===== src/rtl/tpu_regs.svh =====
// Register offsets, field positions and reset values of the timer PWM unit
// What this block does
// PWM enable turns timer into 8-bit PWM
// PWM waveform drives the timer count pin
// Software selects timer source, pin output
// Overflow flags and baud source keep working
// Inactive gate input halts counter and waveform
// Timer mode bits select four PWM modes
// High at wrap to zero, low on match
// Duty copied to compare only on wrap
// Zero duty holds low, else duty/256
// Mode 0 logarithmic low-byte prescaler
// Mode 1 linear prescaler with low reload
// Mode 2 auto-reload, toggle on low overflow
// Second timer in mode 3 holds count
// First timer mode 3 splits into two counters
// Split mode duties from low, high reloads
// Split period fixed at 256 prescaled clocks
// Split mode: second timer raises no flag
// Shared prescaler, double-rate bit, compatibility mode
// Prescale field sets active low bits minus one
// PWM enables at control bits 7 and 6
// Compare register resets to zero
`ifndef TPU_REGS_SVH
`define TPU_REGS_SVH
`define TPU_OFF_CTLB 8'h00
`define TPU_OFF_TMODE 8'h04
`define TPU_OFF_CTRL 8'h08
`define TPU_OFF_RELOAD 8'h0C
`define TPU_OFF_COUNT 8'h10
`define TPU_OFF_STATUS 8'h14
`define TPU_CTLB_RST 8'h24
`define TPU_TMODE_RST 8'h00
`define TPU_CTRL_RST 12'h000
`define TPU_CTRL_MASK 12'hF1F
`define TPU_RELOAD_RST 32'h0000_0000
`define TPU_CTLB_PWM1 7
`define TPU_CTLB_PWM0 6
`define TPU_PSC_W 3
`define TPU_CTRL_RUN 0
`define TPU_CTRL_X2 2
`define TPU_CTRL_COMPAT 4
`define TPU_CTRL_PRE 8
`define TPU_PRE_W 4
`endif


===== src/rtl/tpu_pkg.sv =====
// Types shared by the timer PWM unit
package tpu_pkg;
    typedef enum logic [1:0] {
        TPU_LOG = 2'h0,
        TPU_LIN = 2'h1,
        TPU_FREQ = 2'h2,
        TPU_SPLIT = 2'h3
    } tpu_mode_t;
    typedef struct packed {
        logic gate;
        logic cnt_sel;
        tpu_mode_t mode;
    } tpu_tmode_t;
    typedef struct packed {
        logic [1:0] gate_in;
        logic [1:0] pin_in;
    } tpu_async_t;
endpackage


===== src/rtl/tpu_prescale.sv =====
// Shared timer prescaler with per-timer double-rate selection
`timescale 1ns/1ps
`default_nettype none
module tpu_prescale #(
    parameter int PW = 4
) (
    input wire logic clk,
    input wire logic srst,
    input wire logic ce,
    input wire logic [PW-1:0] presc_set,
    input wire logic compat,
    input wire logic [1:0] double_rate,
    output logic [1:0] tick
);
    logic [PW-1:0] cnt_q;
    logic half_q;
    logic base;

    assign base = (cnt_q == presc_set);

    always_ff @(posedge clk) begin
        if (srst) begin
            cnt_q <= '0;
            half_q <= 1'h0;
        end else if (ce) begin
            cnt_q <= base ? '0 : PW'(cnt_q + 1'h1);
            if (base) begin
                half_q <= ~half_q;
            end
        end
    end

    // Compatibility mode: double rate halves the tick rate
    for (genvar g = 0; g < 2; g++) begin : g_tick
        assign tick[g] = compat ? (base & (~double_rate[g] | half_q))
                                : (double_rate[g] ? base : 1'h1);
    end
endmodule
`default_nettype wire


===== src/rtl/tpu_sync.sv =====
// Three-stage input synchroniser with agreement filter
`timescale 1ns/1ps
`default_nettype none
module tpu_sync #(
    parameter int W = 4
) (
    input wire logic clk,
    input wire logic srst,
    input wire logic ce,
    input wire logic [W-1:0] d,
    output logic [W-1:0] q
);
    logic [W-1:0] s1_q;
    logic [W-1:0] s2_q;
    logic [W-1:0] s3_q;
    logic [W-1:0] agree;

    // First stage feeds only the second
    assign agree = ~(s2_q ^ s3_q);

    always_ff @(posedge clk) begin
        if (srst) begin
            s1_q <= '0;
            s2_q <= '0;
            s3_q <= '0;
            q <= '0;
        end else if (ce) begin
            s1_q <= d;
            s2_q <= s1_q;
            s3_q <= s2_q;
            q <= (q & ~agree) | (s3_q & agree);
        end
    end
endmodule
`default_nettype wire


===== src/rtl/tpu_top.sv =====
// Timer PWM output unit: two timers, four PWM modes, APB registers
//
// The implementer's own choices: the address map and the APB register port.
`timescale 1ns/1ps
`default_nettype none
`include "tpu_regs.svh"
module tpu_top (
    input wire logic clk,
    input wire logic srst,
    input wire logic ce,
    input wire logic psel,
    input wire logic penable,
    input wire logic pwrite,
    input wire logic [7:0] paddr,
    input wire logic [31:0] pwdata,
    output logic pready,
    output logic [31:0] prdata,
    output logic pslverr,
    input wire logic first_timer_pin_sense,
    output logic first_timer_pin_drive,
    output logic first_timer_pin_drive_en,
    input wire logic second_timer_pin_sense,
    output logic second_timer_pin_drive,
    output logic second_timer_pin_drive_en,
    input wire logic first_gate_input,
    input wire logic second_gate_input,
    output logic first_overflow_flag,
    output logic second_overflow_flag,
    output logic baud_tick
);
    logic [7:0] timer_control_b_q;
    logic [7:0] timer_mode_register_q;
    logic [11:0] ctrl_q;
    logic [31:0] reload_q;
    logic [7:0] lo_q [2];
    logic [7:0] hi_q [2];
    logic [7:0] lo_d [2];
    logic [7:0] hi_d [2];
    logic [7:0] cmp_q [2];
    logic [7:0] cmp_side_q;
    logic [1:0] wave_q;
    logic wave_side_q;
    logic [1:0] flag_q;
    logic [1:0] pin_wave_q;
    logic [1:0] pin_en_q;
    logic baud_q;
    logic pready_q;
    logic [31:0] prdata_q;
    logic pslverr_q;
    logic [1:0] pin_prev_q;
    tpu_pkg::tpu_tmode_t tm [2];
    tpu_pkg::tpu_async_t async_s;
    logic [3:0] sync_q;
    logic [1:0] pwm_en;
    logic [1:0] run;
    logic [1:0] run_ok;
    logic [1:0] src;
    logic [1:0] inc_lo;
    logic [1:0] tick;
    logic [1:0] fall;
    logic [1:0] lo_ov;
    logic [1:0] hi_st;
    logic [1:0] hi_ov;
    logic [1:0] ev;
    logic [1:0] mstep;
    logic [1:0] set;
    logic [1:0] clr;
    logic [7:0] rl [2];
    logic [7:0] rh [2];
    logic [7:0] mval [2];
    logic [7:0] mduty [2];
    logic [7:0] mask;
    logic split0;
    logic inc_hi0;
    logic wr_en;
    logic cnt_wr;
    logic [31:0] rdata;

    function automatic logic f_hit(input logic [7:0] a);
        logic h;
        h = 1'h0;
        case (a)
            `TPU_OFF_CTLB, `TPU_OFF_TMODE, `TPU_OFF_CTRL,
            `TPU_OFF_RELOAD, `TPU_OFF_COUNT, `TPU_OFF_STATUS: h = 1'h1;
            default: h = 1'h0;
        endcase
        return h;
    endfunction

    // Edge-aligned output: set at zero, cleared on compare match
    function automatic logic f_wave(input logic cur, input logic step,
                                    input logic [7:0] val, input logic [7:0] cmp,
                                    input logic [7:0] duty);
        logic nxt;
        nxt = cur;
        if (step && val == 8'h00) begin
            nxt = (duty != 8'h00);
        end else if (step && val == cmp) begin
            nxt = 1'h0;
        end
        return nxt;
    endfunction

    tpu_sync #(.W(4)) u_sync (
        .clk(clk),
        .srst(srst),
        .ce(ce),
        .d({second_gate_input, first_gate_input,
            second_timer_pin_sense, first_timer_pin_sense}),
        .q(sync_q)
    );

    tpu_prescale #(.PW(`TPU_PRE_W)) u_pre (
        .clk(clk),
        .srst(srst),
        .ce(ce),
        .presc_set(ctrl_q[`TPU_CTRL_PRE +: `TPU_PRE_W]),
        .compat(ctrl_q[`TPU_CTRL_COMPAT]),
        .double_rate(ctrl_q[`TPU_CTRL_X2 +: 2]),
        .tick(tick)
    );

    assign async_s = tpu_pkg::tpu_async_t'(sync_q);
    assign pwm_en = {timer_control_b_q[`TPU_CTLB_PWM1],
                     timer_control_b_q[`TPU_CTLB_PWM0]};
    assign run = ctrl_q[`TPU_CTRL_RUN +: 2];
    assign fall = pin_prev_q & ~async_s.pin_in;
    assign split0 = (tm[0].mode == tpu_pkg::TPU_SPLIT);
    // Upper half of a split first timer only counts clocks
    assign inc_hi0 = run[1] & tick[0];
    assign wr_en = psel & penable & pready_q & pwrite & f_hit(paddr);
    assign cnt_wr = wr_en && (paddr == `TPU_OFF_COUNT);

    for (genvar g = 0; g < 2; g++) begin : g_ch
        assign tm[g] = tpu_pkg::tpu_tmode_t'(timer_mode_register_q[4*g +: 4]);
        assign rl[g] = reload_q[16*g +: 8];
        assign rh[g] = reload_q[16*g+8 +: 8];
        assign run_ok[g] = run[g] & (~tm[g].gate | async_s.gate_in[g]);
        assign src[g] = tm[g].cnt_sel ? fall[g] : tick[g];
        assign inc_lo[g] = run_ok[g] & src[g];
        assign ev[g] = tm[g].mode[1] ? lo_ov[g] : hi_ov[g];
        assign mstep[g] = (g == 0 && split0) ? inc_lo[0] : hi_st[g];
        assign mval[g] = (g == 0 && split0) ? lo_d[0] : hi_d[g];
        assign mduty[g] = (g == 0 && split0) ? rl[0] : rh[g];
    end

    always_comb begin
        mask = 8'h00;
        for (int n = 0; n < 2; n++) begin
            lo_d[n] = lo_q[n];
            hi_d[n] = hi_q[n];
            lo_ov[n] = 1'h0;
            hi_st[n] = 1'h0;
            mask = 8'((9'h002 << timer_control_b_q[3*n +: `TPU_PSC_W]) - 9'h001);
            unique case (tm[n].mode)
                tpu_pkg::TPU_LOG: begin
                    if (inc_lo[n]) begin
                        lo_d[n] = (lo_q[n] + 8'h01) & mask;
                        lo_ov[n] = ((lo_q[n] & mask) == mask);
                        hi_st[n] = lo_ov[n];
                    end
                end
                tpu_pkg::TPU_LIN: begin
                    if (inc_lo[n] && lo_q[n] == 8'hFF) begin
                        lo_ov[n] = 1'h1;
                        hi_st[n] = 1'h1;
                        lo_d[n] = pwm_en[n] ? rl[n] : 8'h00;
                    end else if (inc_lo[n]) begin
                        lo_d[n] = lo_q[n] + 8'h01;
                    end
                end
                tpu_pkg::TPU_FREQ: begin
                    if (inc_lo[n] && lo_q[n] == 8'hFF) begin
                        lo_ov[n] = 1'h1;
                        lo_d[n] = hi_q[n];
                    end else if (inc_lo[n]) begin
                        lo_d[n] = lo_q[n] + 8'h01;
                    end
                end
                tpu_pkg::TPU_SPLIT: begin
                    // Second timer simply holds here
                    if (n == 0) begin
                        if (inc_lo[0]) begin
                            lo_d[0] = lo_q[0] + 8'h01;
                            lo_ov[0] = (lo_q[0] == 8'hFF);
                        end
                        hi_st[0] = inc_hi0;
                    end
                end
            endcase
            if (hi_st[n]) begin
                hi_d[n] = hi_q[n] + 8'h01;
            end
            hi_ov[n] = hi_st[n] & (hi_q[n] == 8'hFF);
            // Plain mode 1 is one 16-bit counter reloading both halves
            if (!pwm_en[n] && tm[n].mode == tpu_pkg::TPU_LIN && hi_ov[n]) begin
                hi_d[n] = rh[n];
                lo_d[n] = rl[n];
            end
        end
    end

    always_ff @(posedge clk) begin
        if (srst) begin
            for (int n = 0; n < 2; n++) begin
                lo_q[n] <= 8'h00;
                hi_q[n] <= 8'h00;
            end
        end else if (ce) begin
            for (int n = 0; n < 2; n++) begin
                if (cnt_wr) begin
                    lo_q[n] <= pwdata[16*n +: 8];
                    hi_q[n] <= pwdata[16*n+8 +: 8];
                end else begin
                    lo_q[n] <= lo_d[n];
                    hi_q[n] <= hi_d[n];
                end
            end
        end
    end

    // Compare registers only load at wrap, so duty writes never glitch
    always_ff @(posedge clk) begin
        if (srst) begin
            wave_q <= 2'h0;
            wave_side_q <= 1'h0;
            cmp_side_q <= 8'h00;
            for (int n = 0; n < 2; n++) begin
                cmp_q[n] <= 8'h00;
            end
        end else if (ce) begin
            for (int n = 0; n < 2; n++) begin
                if (tm[n].mode == tpu_pkg::TPU_FREQ) begin
                    if (lo_ov[n]) begin
                        wave_q[n] <= ~wave_q[n];
                    end
                end else begin
                    wave_q[n] <= f_wave(wave_q[n], mstep[n], mval[n],
                                        cmp_q[n], mduty[n]);
                    if (mstep[n] && mval[n] == 8'h00) begin
                        cmp_q[n] <= mduty[n];
                    end
                end
            end
            wave_side_q <= f_wave(wave_side_q, split0 & hi_st[0], hi_d[0],
                                  cmp_side_q, rh[0]);
            if (split0 && hi_st[0] && hi_d[0] == 8'h00) begin
                cmp_side_q <= rh[0];
            end
        end
    end

    // Pin drive follows the PWM enables; split mode steers upper half to pin two
    always_ff @(posedge clk) begin
        if (srst) begin
            pin_wave_q <= 2'h0;
            pin_en_q <= 2'h0;
            pin_prev_q <= 2'h0;
            baud_q <= 1'h0;
        end else if (ce) begin
            pin_wave_q[0] <= wave_q[0];
            pin_wave_q[1] <= split0 ? wave_side_q : wave_q[1];
            pin_en_q <= pwm_en;
            pin_prev_q <= async_s.pin_in;
            baud_q <= ev[1];
        end
    end

    // Split first timer takes over the second flag
    assign set = {split0 ? hi_ov[0] : ev[1], ev[0]};
    assign clr = (wr_en && paddr == `TPU_OFF_STATUS) ? pwdata[1:0] : 2'h0;

    always_ff @(posedge clk) begin
        if (srst) begin
            flag_q <= 2'h0;
        end else if (ce) begin
            flag_q <= (flag_q & ~clr) | set;
        end
    end

    always_ff @(posedge clk) begin
        if (srst) begin
            timer_control_b_q <= `TPU_CTLB_RST;
            timer_mode_register_q <= `TPU_TMODE_RST;
            ctrl_q <= `TPU_CTRL_RST;
            reload_q <= `TPU_RELOAD_RST;
        end else if (ce && wr_en) begin
            case (paddr)
                `TPU_OFF_CTLB: timer_control_b_q <= pwdata[7:0];
                `TPU_OFF_TMODE: timer_mode_register_q <= pwdata[7:0];
                `TPU_OFF_CTRL: ctrl_q <= pwdata[11:0] & `TPU_CTRL_MASK;
                `TPU_OFF_RELOAD: reload_q <= pwdata;
                default: ;
            endcase
        end
    end

    always_comb begin
        case (paddr)
            `TPU_OFF_CTLB: rdata = {24'h000000, timer_control_b_q};
            `TPU_OFF_TMODE: rdata = {24'h000000, timer_mode_register_q};
            `TPU_OFF_CTRL: rdata = {20'h00000, ctrl_q};
            `TPU_OFF_RELOAD: rdata = reload_q;
            `TPU_OFF_COUNT: rdata = {hi_q[1], lo_q[1], hi_q[0], lo_q[0]};
            `TPU_OFF_STATUS: rdata = {28'h0000000, pin_wave_q, flag_q};
            default: rdata = 32'h0000_0000;
        endcase
    end

    // One wait-free access phase; read data is captured in the setup cycle
    always_ff @(posedge clk) begin
        if (srst) begin
            pready_q <= 1'h0;
            prdata_q <= 32'h0000_0000;
            pslverr_q <= 1'h0;
        end else if (ce) begin
            if (psel && !penable && !pready_q) begin
                pready_q <= 1'h1;
                pslverr_q <= !f_hit(paddr);
                prdata_q <= pwrite ? 32'h0000_0000 : rdata;
            end else begin
                pready_q <= 1'h0;
                pslverr_q <= 1'h0;
            end
        end
    end

    assign pready = pready_q;
    assign prdata = prdata_q;
    assign pslverr = pslverr_q;
    assign first_timer_pin_drive = pin_wave_q[0];
    assign second_timer_pin_drive = pin_wave_q[1];
    assign first_timer_pin_drive_en = pin_en_q[0];
    assign second_timer_pin_drive_en = pin_en_q[1];
    assign first_overflow_flag = flag_q[0];
    assign second_overflow_flag = flag_q[1];
    assign baud_tick = baud_q;
endmodule
`default_nettype wire


===== config.mk =====
export PLATFORM = sky130hd
export DESIGN_NAME = tpu_top
export DESIGN_NICKNAME = d
export VERILOG_FILES = /design/src/rtl/tpu_pkg.sv /design/src/rtl/tpu_prescale.sv /design/src/rtl/tpu_sync.sv /design/src/rtl/tpu_top.sv
export VERILOG_INCLUDE_DIRS = /design/src /design/src/rtl
export SDC_FILE = /design/constraint.sdc
export NUM_CORES = 1
export LEC_CHECK = 0
export ABC_AREA = 1
export ABC_CLOCK_PERIOD_IN_PS = 7350
export BUFFER_PORTS_ARGS = -buffer_cell sky130_fd_sc_hd__clkbuf_2
export CELL_PAD_IN_SITES_DETAIL_PLACEMENT = 2
export CELL_PAD_IN_SITES_GLOBAL_PLACEMENT = 2
export CORE_MARGIN = 2
export CORE_UTILIZATION = 38
export CTS_BUF_LIST = sky130_fd_sc_hd__clkbuf_4
export DETAILED_ROUTE_END_ITERATION = 16
export GPL_ROUTABILITY_DRIVEN = 0
export PLACE_DENSITY_LB_ADDON = 0.12
export SLEW_MARGIN = 20
export SYNTH_ARGS = -nofsm -noshare
export SYNTH_HDL_FRONTEND = slang
export SYNTH_SLANG_ARGS = --single-unit

===== constraint.sdc =====
create_clock -name clk -period 7.35 [get_ports clk]
set_clock_uncertainty 0.05 [all_clocks]
set_input_delay 1.8375 -clock clk [delete_from_list [all_inputs] [get_ports clk]]
set_output_delay 1.8375 -clock clk [all_outputs]
set_load 0.05 [all_outputs]

==> results.md <==
* Max layer used: met4
* Slowest stage delay, CP at around 0.6 ns
* Max-Cap Viols at 0
* Clk pin slew, worst setup/hold paths at between 0.15 and 0.2 ns
* CTS root buf: clkbuf_4
* Initial core utilization at 0.384
* Worst setup SP type: primary input
* CTS H-tree lvls at 4
* Pre-CTS WS at ~2 ns
* Status: finished, final reports clean
* DRT Pass-1 Iters at 7
* Syn Nets at between 1500 and 2000
* Worst r2r src: timer_control_b_q[1]
* Post CTS Setup Buffer Count at 0
* Vias per cell at 5.82
* Critical path startpoint: paddr[1]
* Number of flops mapped to enable cells by yosys at 48
* Clock Sinks at 180
* Initial DRC count at roughly 700
* Die H at between 150 and 200 um
* CTS Buf Count at 17
* CP max-delay cell: nand3_1
* Antenna Violating Nets Remaining at 0
* Worst EP required at between 7 and 8 ns
* Final Hold Fails at 0
* Netlist cell types at between 60 and 70
* Skew-Pair Late Insertion Delay at about 0.63 ns
* Initial antenna violation count at 3
* Met1 Routed Length at 20.7 mm
* Least-Margin Pin Slew at ~1.1 ns
* Input/output buffers at 90
* Synthesis-stage register bit count at 180
* Nets at about 1700
* Metal3 WL at 2.27 mm
* R2R depth at 24
* Hold WC Path Type: flop to flop
* RSZ-0062 raised after global routing: no
* Pwr/cell area at 164 mW/mm^2
* Post-synth ARST share at 0
* Cell Area, Synth at around 0.011 mm^2
* Syn Area/Cell at a little over 7 um^2
* Max Freq at around 210 MHz
* CP arrival at between 5 and 6 ns
* DPL Wire Length at between 30 and 40 mm
* Slew Viols, Final at 0
* Layout cells sized above 1 at 0.136
* Global-route wire length before repair at roughly 73 mm
* Io pins at between 90 and 100
* Area growth syn-to-layout at 9.40%
* Most used cell, CP: nor2_1
* Primary FF master, synth: dfxtp_1
* Vias in the first global route at 12500
* Global-route usage over all layers at 0.315
* Total Power at a little under 2000 uW
* Worst Slack Setup Final at approximately 2.6 ns
* Sequential Power Share at 0.544
* Std cell rows at 62
* Via Count at around 12000
* Gate Count Post-Synth at approximately 1500
* Drt drc at 0
* Fillers at about 3500
* CTS max path bufs at 2
* Setup-failing EPs final at 0
* Final TNS setup at 0 ns
* Setup Crit Path Kind: primary input to flop
* Routed wire per std cell at approximately 24 um
* Seq/Total Area, Yosys at 0.372
* TritonCTS clock tree: done
* Met2 wire len at 22.9 mm
* Core ar. at roughly 0.029 mm^2
* Cts-stage hold buffer count at 0
* Detailed Route WL at around 47 mm
* Power share of the clock group at 0.347
* Congestion Overflow GR at 0
* Largest net degree at the start of global routing at 54
* Total die area at 0.0302 mm^2
* Worst vdd ir at 0.0890 mV
* Cell depth of the worst min-delay path at 2
* Final Cycle Share at 0.642
* R2r setup slk at ~2.7 ns
* Headroom to the max-slew limit at 0.290
* Synth Warn # at 0
* Die W at ~170 um
* Net Sw Power at slightly below 600 uW
* Worst setup EP type: flop
* Lkg Pwr at between 0.004 and 0.005 uW
* Post_cts resized at 0
* Switching power share of the total at 0.296
* Worst r2r dst: cmp_q[0][1]
* Termination of the worst setup path: lo_q[1][5]
* Comb power frac at 0.109
* Max FO, Critical Path at 25
* Cell Int Power at around 1400 uW
* Min Clock Period, post-route at approximately 4.7 ns
* Crit-path cells: clkbuf_2 -> nor2_1 -> inv_1 -> nor2_1 -> nand4_1 -> nor2_1 -> nand3_1 -> nand2_1 -> buf_4 -> inv_1 -> a311oi_1 -> buf_4
[sequential cells by signal (all words and copies together), names as in the netlist, 4 cells and up, named ones only]
signal,cells
prdata,32
reload_q,32
cmp_q,16
hi_q,16
lo_q,16
ctrl_q,9
cmp_side_q,8
timer_control_b_q,8
timer_mode_register_q,8
u_pre.cnt_q,4
u_sync.s1_q,4
u_sync.s2_q,4
u_sync.s3_q,4
[layer usage]
layer / vias to the layer above / track usage
met4: 0 / 0.107
met5: - / 0
met1: 5846 / 0.406
li1: 5341 / -
met2: 326 / 0.536
met3: 77 / 0.0518
[cell type report]
class	instances	area (um^2)	share of cell area
Clock inverter	14	195	0.0163
Antenna cell	3	7.51	0.000626
Tap cell	384	480	0.0401
Inverter	210	792	0.0660
Timing Repair Buffer	103	548	0.0457
Multi-Input combinational cell	1079	5750	0.480
Sequential cell	180	4080	0.340
Clock buffer	18	135	0.0113
[worst min path at each step]
| stage | start | endpoint | slack, ns |
|---|---|---|---|
| 6_report | prdata[31] | prdata[31] | 0.43 |
| 5_1_grt | u_sync.s3_q[0] | u_sync.s3_q[0] | 0.45 |
| 4_1_cts | prdata[31] | prdata[31] | 0.43 |
| 3_5_place_dp | u_sync.s3_q[3] | u_sync.s3_q[3] | 0.40 |
| 3_3_place_gp | u_sync.s3_q[3] | u_sync.s3_q[3] | 0.38 |
| 2_1_floorplan | u_sync.s3_q[3] | u_sync.s3_q[3] | 0.37 |
[synth_stat cells, types with 4 or more instances]
cell | number | area (um^2)
a21oi_1 | 126 | 631
a221oi_1 | 7 | 61.3
a31o_2 | 4 | 35.0
buf_2 | 5 | 25.0
buf_4 | 6 | 45.0
buf_6 | 7 | 78.8
clkbuf_1 | 50 | 188
clkinv_1 | 7 | 26.3
dfxtp_1 | 132 | 2640
edfxtp_1 | 48 | 1440
ha_1 | 16 | 200
inv_1 | 193 | 724
inv_2 | 9 | 33.8
nand2_1 | 335 | 1260
nand2_2 | 17 | 106
nand3_1 | 113 | 566
nand3_2 | 6 | 60.1
nand3b_1 | 6 | 45.0
nand4_1 | 31 | 194
nor2_1 | 67 | 251
nor2_2 | 15 | 93.8
nor2_4 | 4 | 45.0
nor3_1 | 19 | 95.1
nor4_1 | 7 | 43.8
o211ai_1 | 24 | 180
o21ai_0 | 145 | 726
o221ai_1 | 4 | 35.0
o22ai_1 | 50 | 313
o31ai_1 | 5 | 37.5
o32ai_1 | 9 | 78.8
xnor2_1 | 5 | 43.8
xor2_1 | 19 | 166
[power groups by stage]
stage,clock network (uW),registers (uW),logic (uW)
final,682,1070,215
after global routing,729,1070,237
after CTS,692,1070,213
after detailed placement,0,1090,210
after global placement,0,1090,202
after floorplan,0,1080,129
[through the flow]
step           utilization  hold WS, ns  instances  area, um^2
5_1_grt              0.420        0.452       1989       12000
4_1_cts              0.420        0.434       1988       12000
3_3_place_gp         0.408        0.384       1956       11700
3_5_place_dp         0.408        0.402       1956       11700
6_report             0.420        0.429       1991       12000
2_1_floorplan            -        0.373       1540       11000
[critical path: cells and delay by family]
family / cells / cell delay, ns
AOI/OAI and AO/OA: 1 / 0.40
buffers and inverters: 5 / 1.24
and+or+nand+nor: 6 / 1.54
[cell usage in the layout (no fill, tap or decap), types with 9 or more instances in the layout]
master / synthesis / final
nand4_1: 31 / 31
nor3_1: 19 / 18
nor2_2: 15 / 15
ha_1: 16 / 16
clkbuf_2: 1 / 89
a21oi_1: 126 / 126
o32ai_1: 9 / 9
inv_2: 9 / 11
clkbuf_4: 0 / 18
buf_4: 6 / 13
nand3_1: 113 / 113
o22ai_1: 50 / 50
edfxtp_1: 48 / 48
xor2_1: 19 / 19
inv_1: 193 / 192
o21ai_0: 145 / 145
nand2_1: 335 / 335
o211ai_1: 24 / 24
nand2_2: 17 / 17
nor2_1: 67 / 66
dfxtp_1: 132 / 132
[logic make-up after synthesis]
logic type	count (synthesis)	share of synthesized area
AO/OA/AOI/OAI	399	0.211
flip-flops	180	0.372
buffers and inverters	281	0.104
adder cells (fa/ha/maj)	16	0.0183
XOR/XNOR	24	0.0192
AND/OR/NAND/NOR	640	0.275
Power figures use the tool's default switching activity.
